## config.mk

```make
export PLATFORM = sky130hd
export DESIGN_NAME = aux_duplex_lpcmos_ctrl_regs
export DESIGN_NICKNAME = d
export VERILOG_FILES = /design/src/common/aux_ctrl_pkg.sv /design/src/core/lp_delay_decode.sv /design/src/core/aux_duplex_lpcmos_ctrl_regs.sv
export SDC_FILE = /design/constraint.sdc
export NUM_CORES = 1
export LEC_CHECK = 0
export BUFFER_PORTS_ARGS = -buffer_cell sky130_fd_sc_hd__buf_2
export CORE_MARGIN = 8
export CORE_UTILIZATION = 46
export DETAILED_ROUTE_END_ITERATION = 12
export GPL_TIMING_DRIVEN = 0
export PLACE_DENSITY = 0.71
export SLEW_MARGIN = 20
export SYNTH_ARGS = -nofsm -noshare
export SYNTH_HDL_FRONTEND = slang
export SYNTH_HIERARCHICAL = 1
export SYNTH_SLANG_ARGS = --single-unit
```

## constraint.sdc

```tcl
create_clock -name mclk -period 3.8 [get_ports mclk]
set_clock_uncertainty 0.2 [all_clocks]
set_input_delay 0.57 -clock mclk [delete_from_list [all_inputs] [get_ports mclk]]
set_output_delay 0.57 -clock mclk [all_outputs]
set_load 0.005 [all_outputs]
```

## src/common/aux_ctrl_pkg.sv

```systemverilog
`default_nettype none
package aux_ctrl_pkg;
   // =============================================
   // register map
   localparam logic [11:0] AUX_MONITOR_CONTROL_OFFS = 12'h370;
   localparam logic [11:0] DUPLEX_PIN_CONTROL_OFFS = 12'h24D;
   localparam logic [11:0] LP_PARALLEL_CLOCK_DELAY_OFFS = 12'h33D;
   localparam logic [11:0] LP_PARALLEL_DATA_DELAY_OFFS = 12'h33F;
   localparam logic [7:0] REG_RESET_VALUE = 8'h00;
   // =============================================
   // field positions
   localparam int AUX_WAKE_BIT = 6;
   localparam int AUX_INSEL_LSB = 3;
   localparam int DUPLEX_BY_PIN_BIT = 2;
   localparam int OUTCLK_SEL_LSB = 0;
   localparam int OUTDATA_SEL_LSB = 0;
   localparam int STEP_SEL_LSB = 3;
   // =============================================
   // codes and delay figures, delays in picoseconds
   localparam logic [1:0] AUX_IN_A = 2'h0;
   localparam logic [1:0] AUX_IN_B = 2'h1;
   localparam logic [2:0] DATA_SEL_NA = 3'h4;
   localparam logic [15:0] DELAY_OFFSET_PS = 16'h012C;

   typedef logic [11:0] step_ps_t;
   typedef logic [2:0] delay_units_t;

   function automatic step_ps_t step_to_ps(input logic [2:0] sel);
      case (sel)
         3'h0: step_to_ps = 12'h460;
         3'h1: step_to_ps = 12'h5DC;
         3'h2: step_to_ps = 12'h226;
         3'h3: step_to_ps = 12'h384;
         3'h4: step_to_ps = 12'h73A;
         3'h5: step_to_ps = 12'h898;
         3'h6: step_to_ps = 12'h4E2;
         default: step_to_ps = 12'h654;
      endcase
   endfunction

   function automatic delay_units_t clk_units(input logic [1:0] sel);
      case (sel)
         2'h0: clk_units = 3'h4;
         2'h1: clk_units = 3'h5;
         2'h2: clk_units = 3'h2;
         default: clk_units = 3'h3;
      endcase
   endfunction

   function automatic delay_units_t data_units(input logic [2:0] sel);
      case (sel)
         3'h0: data_units = 3'h4;
         3'h1: data_units = 3'h5;
         3'h2: data_units = 3'h6;
         3'h3: data_units = 3'h7;
         3'h5: data_units = 3'h1;
         3'h6: data_units = 3'h2;
         3'h7: data_units = 3'h3;
         default: data_units = 3'h0;
      endcase
   endfunction
endpackage
`default_nettype wire

```

## src/core/lp_delay_decode.sv

```systemverilog
`default_nettype none
module lp_delay_decode (
   input wire logic mclk,
   input wire logic sys_rst,
   input wire logic lp_mode,
   input wire logic [1:0] clk_sel,
   input wire logic [2:0] data_sel,
   input wire logic [2:0] step_sel,
   output logic delay_active,
   output logic data_sel_invalid,
   output aux_ctrl_pkg::delay_units_t outclk_delay_units,
   output aux_ctrl_pkg::delay_units_t outdata_delay_units,
   output aux_ctrl_pkg::step_ps_t unit_delay_ps,
   output logic [15:0] outclk_delay_ps,
   output logic [15:0] outdata_delay_ps
);
   import aux_ctrl_pkg::*;

   logic [15:0] nxt_clk_ps;
   logic [15:0] nxt_data_ps;
   logic [15:0] step16;
   logic [2:0] cu;
   logic [2:0] du;

   // =============================================
   // decode
   always_comb begin
      cu = clk_units(clk_sel);
      du = data_units(data_sel);
      step16 = {4'h0, step_to_ps(step_sel)};
      nxt_clk_ps = 16'(16'({13'h0, cu} * step16) - DELAY_OFFSET_PS);
      // the unavailable data code yields no delay rather than a wrapped value
      if (du == 3'h0) begin
         nxt_data_ps = 16'h0000;
      end else begin
         nxt_data_ps = 16'(16'({13'h0, du} * step16) - DELAY_OFFSET_PS);
      end
   end

   // =============================================
   // registered outputs, zero outside low-power parallel mode
   always_ff @(posedge mclk) begin
      if (sys_rst || !lp_mode) begin
         delay_active <= 1'b0;
         data_sel_invalid <= 1'b0;
         outclk_delay_units <= 3'h0;
         outdata_delay_units <= 3'h0;
         unit_delay_ps <= 12'h000;
         outclk_delay_ps <= 16'h0000;
         outdata_delay_ps <= 16'h0000;
      end else begin
         delay_active <= 1'b1;
         data_sel_invalid <= (data_sel == DATA_SEL_NA);
         outclk_delay_units <= cu;
         outdata_delay_units <= du;
         unit_delay_ps <= step16[11:0];
         outclk_delay_ps <= nxt_clk_ps;
         outdata_delay_ps <= nxt_data_ps;
      end
   end

   // =============================================
   // checks
   AST_NA_NO_DELAY: assert property (@(posedge mclk) disable iff (sys_rst)
      (lp_mode && data_sel == DATA_SEL_NA) |=> (outdata_delay_ps == 16'h0000 && data_sel_invalid))
      else $error("unavailable data code produced a delay");
   AST_STEP_TIMES: assert property (@(posedge mclk) disable iff (sys_rst)
      (lp_mode && step_sel == 3'h2 && clk_sel == 2'h2) |=> (outclk_delay_ps == 16'h0320))
      else $error("clock delay 2 units of 0.55 ns wrong");
   AST_IDLE_ZERO: assert property (@(posedge mclk) disable iff (sys_rst)
      !lp_mode |=> (!delay_active && outclk_delay_ps == 16'h0000))
      else $error("delay active outside low power mode");
endmodule // lp_delay_decode
`default_nettype wire

```

## src/core/aux_duplex_lpcmos_ctrl_regs.sv

```systemverilog
`default_nettype none
module aux_duplex_lpcmos_ctrl_regs (
   input wire logic mclk,
   input wire logic sys_rst,
   input wire logic [11:0] reg_addr,
   input wire logic reg_wr,
   input wire logic reg_rd,
   input wire logic [7:0] reg_wdata,
   output logic [7:0] reg_rdata,
   output logic reg_rvalid,
   input wire logic powerdown_pin,
   input wire logic low_power_parallel_out,
   output logic aux_adc_wake,
   output logic aux_adc_powerdown,
   output logic aux_in_a_sel,
   output logic aux_in_b_sel,
   output logic duplex_by_pin_enable,
   output logic rx_shutdown,
   output logic tx_shutdown,
   output logic delay_active,
   output logic data_sel_invalid,
   output aux_ctrl_pkg::delay_units_t outclk_delay_units,
   output aux_ctrl_pkg::delay_units_t outdata_delay_units,
   output aux_ctrl_pkg::step_ps_t unit_delay_ps,
   output logic [15:0] outclk_delay_ps,
   output logic [15:0] outdata_delay_ps
);
   import aux_ctrl_pkg::*;

   logic aux_wake_ff;
   logic [1:0] aux_insel_ff;
   logic dup_en_ff;
   logic [1:0] clk_sel_ff;
   logic [2:0] data_sel_ff;
   logic [2:0] step_sel_ff;
   logic [7:0] nxt_rdata;

   // =============================================
   // register writes; only defined fields are stored, the rest read zero
   always_ff @(posedge mclk) begin
      if (sys_rst) begin
         aux_wake_ff <= REG_RESET_VALUE[AUX_WAKE_BIT];
         aux_insel_ff <= REG_RESET_VALUE[AUX_INSEL_LSB +: 2];
         dup_en_ff <= REG_RESET_VALUE[DUPLEX_BY_PIN_BIT];
         clk_sel_ff <= REG_RESET_VALUE[OUTCLK_SEL_LSB +: 2];
         data_sel_ff <= REG_RESET_VALUE[OUTDATA_SEL_LSB +: 3];
         step_sel_ff <= REG_RESET_VALUE[STEP_SEL_LSB +: 3];
      end else if (reg_wr) begin
         case (reg_addr)
            AUX_MONITOR_CONTROL_OFFS: begin
               aux_wake_ff <= reg_wdata[AUX_WAKE_BIT];
               aux_insel_ff <= reg_wdata[AUX_INSEL_LSB +: 2];
            end
            DUPLEX_PIN_CONTROL_OFFS: begin
               dup_en_ff <= reg_wdata[DUPLEX_BY_PIN_BIT];
            end
            LP_PARALLEL_CLOCK_DELAY_OFFS: begin
               clk_sel_ff <= reg_wdata[OUTCLK_SEL_LSB +: 2];
            end
            LP_PARALLEL_DATA_DELAY_OFFS: begin
               data_sel_ff <= reg_wdata[OUTDATA_SEL_LSB +: 3];
               step_sel_ff <= reg_wdata[STEP_SEL_LSB +: 3];
            end
            default: begin
            end
         endcase
      end
   end

   // =============================================
   // read back, one cycle after the strobe; unmapped addresses read zero
   always_comb begin
      nxt_rdata = 8'h00;
      case (reg_addr)
         AUX_MONITOR_CONTROL_OFFS: begin
            nxt_rdata[AUX_WAKE_BIT] = aux_wake_ff;
            nxt_rdata[AUX_INSEL_LSB +: 2] = aux_insel_ff;
         end
         DUPLEX_PIN_CONTROL_OFFS: nxt_rdata[DUPLEX_BY_PIN_BIT] = dup_en_ff;
         LP_PARALLEL_CLOCK_DELAY_OFFS: nxt_rdata[OUTCLK_SEL_LSB +: 2] = clk_sel_ff;
         LP_PARALLEL_DATA_DELAY_OFFS: begin
            nxt_rdata[OUTDATA_SEL_LSB +: 3] = data_sel_ff;
            nxt_rdata[STEP_SEL_LSB +: 3] = step_sel_ff;
         end
         default: nxt_rdata = 8'h00;
      endcase
   end

   always_ff @(posedge mclk) begin
      if (sys_rst) begin
         reg_rdata <= 8'h00;
         reg_rvalid <= 1'b0;
      end else begin
         reg_rvalid <= reg_rd;
         if (reg_rd) begin
            reg_rdata <= nxt_rdata;
         end
      end
   end

   // =============================================
   // auxiliary converter control
   always_ff @(posedge mclk) begin
      if (sys_rst) begin
         aux_adc_wake <= 1'b0;
         aux_adc_powerdown <= 1'b1;
         aux_in_a_sel <= 1'b0;
         aux_in_b_sel <= 1'b0;
      end else begin
         aux_adc_wake <= aux_wake_ff;
         aux_adc_powerdown <= !aux_wake_ff;
         aux_in_a_sel <= (aux_insel_ff == AUX_IN_A);
         // reserved codes leave both external inputs disconnected
         aux_in_b_sel <= (aux_insel_ff == AUX_IN_B);
      end
   end

   // =============================================
   // half duplex by pin; pin is registered so the shutdowns are glitch free
   always_ff @(posedge mclk) begin
      if (sys_rst) begin
         duplex_by_pin_enable <= 1'b0;
         rx_shutdown <= 1'b0;
         tx_shutdown <= 1'b0;
      end else begin
         duplex_by_pin_enable <= dup_en_ff;
         rx_shutdown <= dup_en_ff && !powerdown_pin;
         tx_shutdown <= dup_en_ff && powerdown_pin;
      end
   end

   // =============================================
   // low-power parallel output delays
   lp_delay_decode u_delay (
      .mclk(mclk),
      .sys_rst(sys_rst),
      .lp_mode(low_power_parallel_out),
      .clk_sel(clk_sel_ff),
      .data_sel(data_sel_ff),
      .step_sel(step_sel_ff),
      .delay_active(delay_active),
      .data_sel_invalid(data_sel_invalid),
      .outclk_delay_units(outclk_delay_units),
      .outdata_delay_units(outdata_delay_units),
      .unit_delay_ps(unit_delay_ps),
      .outclk_delay_ps(outclk_delay_ps),
      .outdata_delay_ps(outdata_delay_ps)
   );

   // =============================================
   // checks
   AST_WAKE_FOLLOWS: assert property (@(posedge mclk) disable iff (sys_rst)
      (reg_wr && reg_addr == AUX_MONITOR_CONTROL_OFFS)
      |=> ##1 (aux_adc_wake == $past(reg_wdata[AUX_WAKE_BIT], 2) && aux_adc_powerdown != aux_adc_wake))
      else $error("aux wake does not follow written bit");
   AST_INSEL_A: assert property (@(posedge mclk) disable iff (sys_rst)
      (reg_wr && reg_addr == AUX_MONITOR_CONTROL_OFFS && reg_wdata[4:3] == 2'h0)
      |=> ##1 (aux_in_a_sel && !aux_in_b_sel))
      else $error("input A not routed");
   AST_INSEL_B: assert property (@(posedge mclk) disable iff (sys_rst)
      (reg_wr && reg_addr == AUX_MONITOR_CONTROL_OFFS && reg_wdata[4:3] == 2'h1)
      |=> ##1 (aux_in_b_sel && !aux_in_a_sel))
      else $error("input B not routed");
   AST_INSEL_RSVD: assert property (@(posedge mclk) disable iff (sys_rst)
      (reg_wr && reg_addr == AUX_MONITOR_CONTROL_OFFS && reg_wdata[4])
      |=> ##1 (!aux_in_a_sel && !aux_in_b_sel))
      else $error("reserved selector code routed an input");
   AST_DUPLEX_RX: assert property (@(posedge mclk) disable iff (sys_rst)
      (dup_en_ff && powerdown_pin) |=> (tx_shutdown && !rx_shutdown))
      else $error("pin high did not select receive");
   AST_DUPLEX_TX: assert property (@(posedge mclk) disable iff (sys_rst)
      (dup_en_ff && !powerdown_pin) |=> (rx_shutdown && !tx_shutdown))
      else $error("pin low did not select transmit");
   AST_DUPLEX_OFF: assert property (@(posedge mclk) disable iff (sys_rst)
      !dup_en_ff |=> (!rx_shutdown && !tx_shutdown))
      else $error("pin acted while duplex by pin disabled");
   AST_CLK_DELAY: assert property (@(posedge mclk) disable iff (sys_rst)
      (low_power_parallel_out && clk_sel_ff == 2'h1) |=> (outclk_delay_units == 3'h5))
      else $error("clock delay code 01 not 5 units");
   AST_DATA_DELAY: assert property (@(posedge mclk) disable iff (sys_rst)
      (low_power_parallel_out && data_sel_ff == 3'h5) |=> (outdata_delay_units == 3'h1))
      else $error("data delay code 101 not 1 unit");
   AST_STEP_DEFAULT: assert property (@(posedge mclk) disable iff (sys_rst)
      (low_power_parallel_out && step_sel_ff == 3'h0) |=> (unit_delay_ps == 12'h460))
      else $error("unit delay code 000 not 1.12 ns");
   AST_READ_PULSE: assert property (@(posedge mclk) disable iff (sys_rst)
      (reg_rd && reg_addr == 12'h371) |=> (reg_rvalid && reg_rdata == 8'h00))
      else $error("unmapped read not zero");
   AST_WAKE_CLEAR: assert property (@(posedge mclk) disable iff (sys_rst)
      !aux_wake_ff |=> (aux_adc_powerdown && !aux_adc_wake))
      else $error("aux converter awake with wake bit clear");
   AST_WAKE_SET: assert property (@(posedge mclk) disable iff (sys_rst)
      aux_wake_ff |=> (aux_adc_wake && !aux_adc_powerdown))
      else $error("aux converter asleep with wake bit set");
   AST_RSVD_FIELD: assert property (@(posedge mclk) disable iff (sys_rst)
      aux_insel_ff[1] |=> (!aux_in_a_sel && !aux_in_b_sel))
      else $error("reserved selector field routed an input");
   AST_SHUTDOWN_EXCL: assert property (@(posedge mclk) disable iff (sys_rst)
      !(rx_shutdown && tx_shutdown))
      else $error("receive and transmit both shut down");
   AST_RDATA_DUPLEX: assert property (@(posedge mclk) disable iff (sys_rst)
      (reg_rd && reg_addr == DUPLEX_PIN_CONTROL_OFFS)
      |=> (reg_rvalid && reg_rdata == {5'h00, $past(dup_en_ff), 2'h0}))
      else $error("duplex enable read back wrong");
   AST_ACTIVE_MODE: assert property (@(posedge mclk) disable iff (sys_rst)
      low_power_parallel_out |=> delay_active)
      else $error("delays inactive in low power mode");
   AST_STEP_LAST: assert property (@(posedge mclk) disable iff (sys_rst)
      (low_power_parallel_out && step_sel_ff == 3'h7) |=> (unit_delay_ps == 12'h654))
      else $error("unit delay code 111 not 1.62 ns");

   // =============================================
   // scenario coverage

   COV_WAKE: cover property (@(posedge mclk) disable iff (sys_rst) $rose(aux_adc_wake));
   COV_RX_MODE: cover property (@(posedge mclk) disable iff (sys_rst) $rose(tx_shutdown));
   COV_NA_CODE: cover property (@(posedge mclk) disable iff (sys_rst) data_sel_invalid);
   COV_TX_MODE: cover property (@(posedge mclk) disable iff (sys_rst) $rose(rx_shutdown));
   COV_RSVD_SEL: cover property (@(posedge mclk) disable iff (sys_rst)
      aux_adc_wake && !aux_in_a_sel && !aux_in_b_sel);
endmodule // aux_duplex_lpcmos_ctrl_regs
`default_nettype wire

```

==> impl_metrics.toml, run 1 <==
[worst_setup_path]
r2r_start = "step_sel_ff[0]"
worstPathCellList = "buf_6, buf_4, or3_4, fa_1, inv_1, fa_1, fa_2, a211oi_4, buf_4, buf_4, buf_4, buf_4, buf_4, nor2_1, nor3_1"
arrival_ns = 3.77
timing.rr.end = "u_delay/outdata_delay_ps[7]"
path_class = "register to register"
path_common_cell = "buf_4"
reg2regPathDepth = 15
worstSetupEndpointType = "register"
rrSetupSlack_ns = 0.11
required_ns = 3.88
path_max_fanout = 10
slowest_delay_ns = 0.46
cp_top_family = "adder cells"
crit_buf_inv = 8
startpoint_type = "register"
critPathSlowestCell = "fa_1"

[power_and_ir_drop]
netSwitchingPower_uw = 342
pwr-share-seq_pct = 53.3
power.share.clock_pct = 42.0
power-per-cell-area_nw_per_um2 = 258
leakage_nw = 2.77
swShare_pct = 22.6
fin_total_pwr_mw = 1.51
intPower_mw = 1.17
irDropWorstVdd_v = 0.000181
p_comb_share_pct = 4.7

[cts]
numCtsBuffers = 9
cts_tree = "yes"
clkTransAtPathRegs_ns = 0.08
clk_latency_ns = 0.36
h-tree-depth = 3
clockBufferDepth = 2
cts.sinks = 76
cts-root-buf = "clkbuf_8"

[synth]
synth-compound-area-share_pct = 10.5
synth_flop_cell = "dfxtp_1"
synth_adder_area_share_pct = 21.3
ys_ff_latch = 76
syn_inst = 544
async_reset_ff_share_pct = 0
synth_common_cells = "76 x dfxtp_1, 51 x nor2_1, 50 x ha_1"
synthSimpleGateAreaFrac_pct = 25.0
yosysTopAreaCell = "dfxtp_1"
yosysMostFrequentCell = "dfxtp_1"
synth_top_family_by_area = "simple AND/OR/NAND/NOR gates"
syn-cell-area_um2 = 4820
synth.area.top_cells = "dfxtp_1 32%, ha_1 13%, fa_1 8.3%, nor2_1 4.0%, inv_1 3.5%"
synth_cell_types = 59
yosysTopAreaCellShare_pct = 31.6
synth_edf_count = 0
ys.warnings.count = 6
avgSynthCellArea_um2 = 8.85
yosysSeqAreaShare_pct = 31.6
synth-xor-area-share_pct = 1.82
synthMuxAreaShare_pct = 3.61

[global_routing]
antenna_found_initial = 0
grt_pass1_vias = 4180
grt_max_degree = 13
track_usage_pct = 17.0
grt-ovfl-total = 0
grt_pass1_wl_um = 19600

[outcome]
status = "finished, final reports clean"

[detailed_routing]
drt_iter0_markers = 262
wl_per_cell_um = 14.9
drcViolationCount = 0
postRouteAntennaNets = 0
num_vias = 4056
first_pass_iters = 5
routed_wl_um = 11800
vias_per_cell = 5.13

[die]
die_y_um = 118
core_area_um2 = 10200
initial_utilization_pct = 47.1
die_width_um = 118
io_pins = 94
fp-row-count = 37
dieArea_um2 = 14000

[layout]
drive_above_1_share_pct = 25.5
antenna_cells = 0
finish.utilization_pct = 57.4
nets = 747
seq_area_um2 = 1530
area_growth_syn_to_layout_pct = 22.0
multiInputGateArea_um2 = 3180
num-fill-cells = 914

[sta]
tns_ns = 0
hold_viol_final = 0
worst_pin_slew_ns = 0.603
slew_headroom_pct = 59.8
fmax_mhz = 271
fin_crit_ns = 3.69
report.final.setup_viol = 0
setup_ws_ns = 0.111
maxSlewViolCount = 0
period_share_pct = 97.1

[place]
dp_slack_ns = -0.404
place.port_buffers = 87
dp_hpwl_um = 9140
place_congestion = 0.870

[worst_hold_path]
hold_class = "input port to register"
hp-start = "powerdown_pin"
min_to = "rx_shutdown"
whs_path_depth = 2

[job]
maxCapViolations = 0
==> per-layer routing <==
metal | vias to the layer above | routed length, um | global-route usage, %
met4 | 0 | 259 | 8.65
li1 | 2042 | - | -
met5 | - | 0 | 0
met1 | 1880 | 4980 | 19.5
met2 | 113 | 5900 | 28.4
met3 | 21 | 685 | 4.66
==> power groups by stage <==
| stage | registers (mW) | logic, mW | clock network, mW |
|---|---|---|---|
| after floorplan | 0.829 | 0.0328 | 0 |
| after global routing | 0.809 | 0.0793 | 0.699 |
| after CTS | 0.809 | 0.0717 | 0.660 |
| final | 0.808 | 0.0709 | 0.636 |
| after global placement | 0.828 | 0.0704 | 0 |
| after detailed placement | 0.828 | 0.0712 | 0 |
==> metrics by stage <==
stage | area, um^2 | hold WS [ns] | std cells
final | 5880 | 0.171 | 791
after global routing | 5880 | 0.158 | 791
after CTS | 5720 | 0.158 | 789
after detailed placement | 5430 | 0.260 | 769
after global placement | 5430 | 0.245 | 769
after floorplan | 4820 | 0.212 | 546
==> layout by cell type, fill, tap and decap left out, types with 6 or more instances in the layout <==
| cell type | count |
|---|---|
| nand2_1 | 44 |
| nor2b_1 | 9 |
| clkbuf_1 | 11 |
| buf_4 | 12 |
| and2_1 | 24 |
| dfxtp_1 | 71 |
| clkbuf_8 | 11 |
| buf_2 | 90 |
| inv_1 | 45 |
| o21ai_0 | 7 |
| nand3_1 | 14 |
| or3_1 | 11 |
| a21oi_1 | 23 |
| mux2i_1 | 14 |
| or2_2 | 6 |
| nand2b_1 | 25 |
| nor3_1 | 13 |
| o21a_1 | 6 |
| ha_1 | 44 |
| fa_1 | 19 |
| nor2_1 | 47 |
==> cells by family (layout without fill, tap and decap cells) <==
kind of cell,after synthesis,count (layout)
compound gates,75,75
buf+inv,69,178
simple gates,225,225
xor+xnor,10,10
mux,17,17
flops,76,76
other cells,2,4
fa+ha+maj,70,70
==> flip-flops by register name, indices dropped and copies added, names as in the netlist, 2 cells and up <==
signal                       cells
u_delay/outclk_delay_units       3
reg_rdata                        7
data_sel_ff                      3
step_sel_ff                      3
u_delay/unit_delay_ps           11
u_delay/outdata_delay_ps        15
aux_insel_ff                     2
u_delay/outdata_delay_units      3
u_delay/outclk_delay_ps         15
clk_sel_ff                       2
==> layout make-up <==
| cell class | count | area share, % |
|---|---|---|
| plain buffers | 24 | 2.36 |
| clock buffers | 12 | 2.64 |
| clock inverters | 3 | 0.788 |
| inverters | 45 | 2.87 |
| multi-input cells | 401 | 54.1 |
| flip-flops and latches | 76 | 26.1 |
| well taps | 136 | 2.90 |
| repair buffers | 94 | 8.30 |
==> worst max path at each step <==
stage	slack, ns	cells past startpoint	endpoint	start
after detailed placement	-0.40	14	u_delay/outdata_delay_ps[11]	step_sel_ff[1]
after global placement	-0.35	14	u_delay/outdata_delay_ps[11]	step_sel_ff[1]
after CTS	-0.006	13	u_delay/outdata_delay_ps[11]	step_sel_ff[0]
after floorplan	0.12	13	u_delay/outdata_delay_ps[11]	step_sel_ff[0]
after global routing	-0.02	15	u_delay/outdata_delay_ps[7]	step_sel_ff[0]
final	0.11	15	u_delay/outdata_delay_ps[7]	step_sel_ff[0]
==> what timing repair did <==
item,CTS,global route
pin swaps,3,9
buffers inserted,5,2
endpoints found under the setup margin,14,16
resized for setup,17,35
hold buffers,0,0
Note: power is estimated with default switching activity, not from simulation.
==> run 2, diff against run 1 <==
Settings changed: RECOVER_POWER set to 25.
==> run 2 against run 1 <==
  * Fmax about the same
  * Sequential power about the same
  * Hold slack better by 0.00051 ns
  * Sequential share of layout area up 0.11 points
  * Largest cell class unchanged
  * Highest routed layer unchanged
==> impl_metrics.toml, run 2 (same netlist as run 1, synthesis figures left out) <==
[sta]
worst_pin_slew_ns = 0.601
setup_ws_ns = 0.113
hold_viol_final = 0
period_share_pct = 97.0
maxSlewViolCount = 0
report.final.setup_viol = 0
fin_crit_ns = 3.69
slew_headroom_pct = 60.0
fmax_mhz = 271

[layout]
nets = 747
largest_registers = "u_delay/outclk_delay_ps x15, u_delay/outdata_delay_ps x15, u_delay/unit_delay_ps x11"
seq_area_um2 = 1530
final_cell_mix = "71 x dfxtp_1, 71 x buf_2, 47 x nor2_1, 45 x inv_1"
antenna_cells = 0
area_growth_syn_to_layout_pct = 21.5
finish.utilization_pct = 57.2
drive_above_1_share_pct = 22.6
num-fill-cells = 921
multiInputGateArea_um2 = 3180

[cts]
clkTransAtPathRegs_ns = 0.08
cts.sinks = 76
numCtsBuffers = 9
cts_tree = "yes"
cts-root-buf = "clkbuf_8"
h-tree-depth = 3
clockBufferDepth = 2
clk_latency_ns = 0.36

[detailed_routing]
routed_wl_um = 11900
first_pass_iters = 5
postRouteAntennaNets = 0
vias_per_cell = 5.12
num_vias = 4047
drcViolationCount = 0
wl_per_cell_um = 15.0
drt_iter0_markers = 261

[global_routing]
grt_pass1_vias = 4180
grt_max_degree = 13
grt_pass1_wl_um = 19600
track_usage_pct = 17.0
antenna_found_initial = 0
grt-ovfl-total = 0

[worst_setup_path]
worstSetupEndpointType = "register"
required_ns = 3.88
startpoint_type = "register"
path_class = "register to register"
cp_top_family = "adder cells"
critPathSlowestCell = "fa_1"
worstPathCellList = "buf_6, buf_4, or3_4, fa_1, inv_1, fa_1, fa_2, a211oi_4, buf_4, buf_4, buf_4, buf_4, buf_4, nor2_1, nor3_1"
arrival_ns = 3.77
slowest_delay_ns = 0.46
crit_buf_inv = 8
path_max_fanout = 10
path_common_cell = "buf_4"

[worst_hold_path]
hold_class = "input port to register"

[outcome]
status = "finished, final reports clean"

[place]
dp_hpwl_um = 9140
place_congestion = 0.870
place.port_buffers = 87
dp_slack_ns = -0.404

[power_and_ir_drop]
netSwitchingPower_uw = 343
swShare_pct = 22.6
irDropWorstVdd_v = 0.000181
power.share.clock_pct = 42.0
p_comb_share_pct = 4.6
intPower_mw = 1.17
leakage_nw = 2.69
power-per-cell-area_nw_per_um2 = 259
pwr-share-seq_pct = 53.3

[die]
dieArea_um2 = 14000
die_width_um = 118
core_area_um2 = 10200
initial_utilization_pct = 47.1
io_pins = 94
fp-row-count = 37
die_y_um = 118

[job]
maxCapViolations = 0
## run 2: cell types whose count changed in the layout (fill, tap and decap cells not counted), sizes merged
| cell | previous run | this run |
|---|---|---|
| buf | 105 | 86 |
| clkbuf | 25 | 44 |
## run 2: metal layers
metal	global-route usage (%)	vias up	part of all wire, %
met3	4.66	21	5.8
met1	19.5	1875	42
met5	0	-	0
met4	8.65	0	2.2
met2	28.4	112	50
li1	-	2039	-
## run 2: final cells by class
class | instances | share of cell area (%)
well taps | 136 | 2.91
multi-input cells | 401 | 54.3
clock buffers | 12 | 2.65
flip-flops and latches | 76 | 26.2
plain buffers | 24 | 2.37
inverters | 45 | 2.89
clock inverters | 3 | 0.791
repair buffers | 94 | 7.93
## run 2: metrics by stage
step                total power, mW  cell area (um^2)  hold slack, ns  TNS (ns)  std cells
global placement              0.898              5430           0.245     -1.56        769
CTS                            1.54              5720           0.158  -0.00901        789
global route                   1.59              5850           0.159   -0.0175        791
floorplan                     0.862              4820           0.212         0        546
finish                         1.51              5850           0.172         0        791
detailed placement            0.899              5430           0.260     -2.21        769
## run 2: worst register-to-register path, delay by kind of cell, from the launching register on
kind / cells / cell delay [ns]
DFF: 1 / 0.34
adders and majority gates: 3 / 1.34
buffers and inverters: 8 / 0.91
AOI/OAI and AO/OA: 1 / 0.29
and+or+nand+nor: 3 / 0.54
## run 2: final timing paths
check                                    start                          end  slack (ns)  cells after the start
worst max-delay path            step_sel_ff[0]  u_delay/outdata_delay_ps[7]        0.11                     15
worst min-delay path             powerdown_pin                  rx_shutdown        0.17                      2
worst max register to register  step_sel_ff[0]  u_delay/outdata_delay_ps[7]        0.11                     15
worst min register to register    reg_rdata[0]                 reg_rdata[0]        0.27                      2
## run 2: timing repair
item | in CTS | in global routing
hold buffers | 0 | 0
endpoints found under the setup margin | 14 | 16
gates resized for setup | 17 | 35
pin swaps | 3 | 9
buffers inserted | 5 | 2
## run 2: power groups by stage
stage	clock [mW]	combinational, mW	sequential (mW)
final	0.636	0.0701	0.808
after global placement	0	0.0704	0.828
after detailed placement	0	0.0712	0.828
after floorplan	0	0.0328	0.829
after CTS	0.660	0.0717	0.809
after global routing	0.699	0.0784	0.809
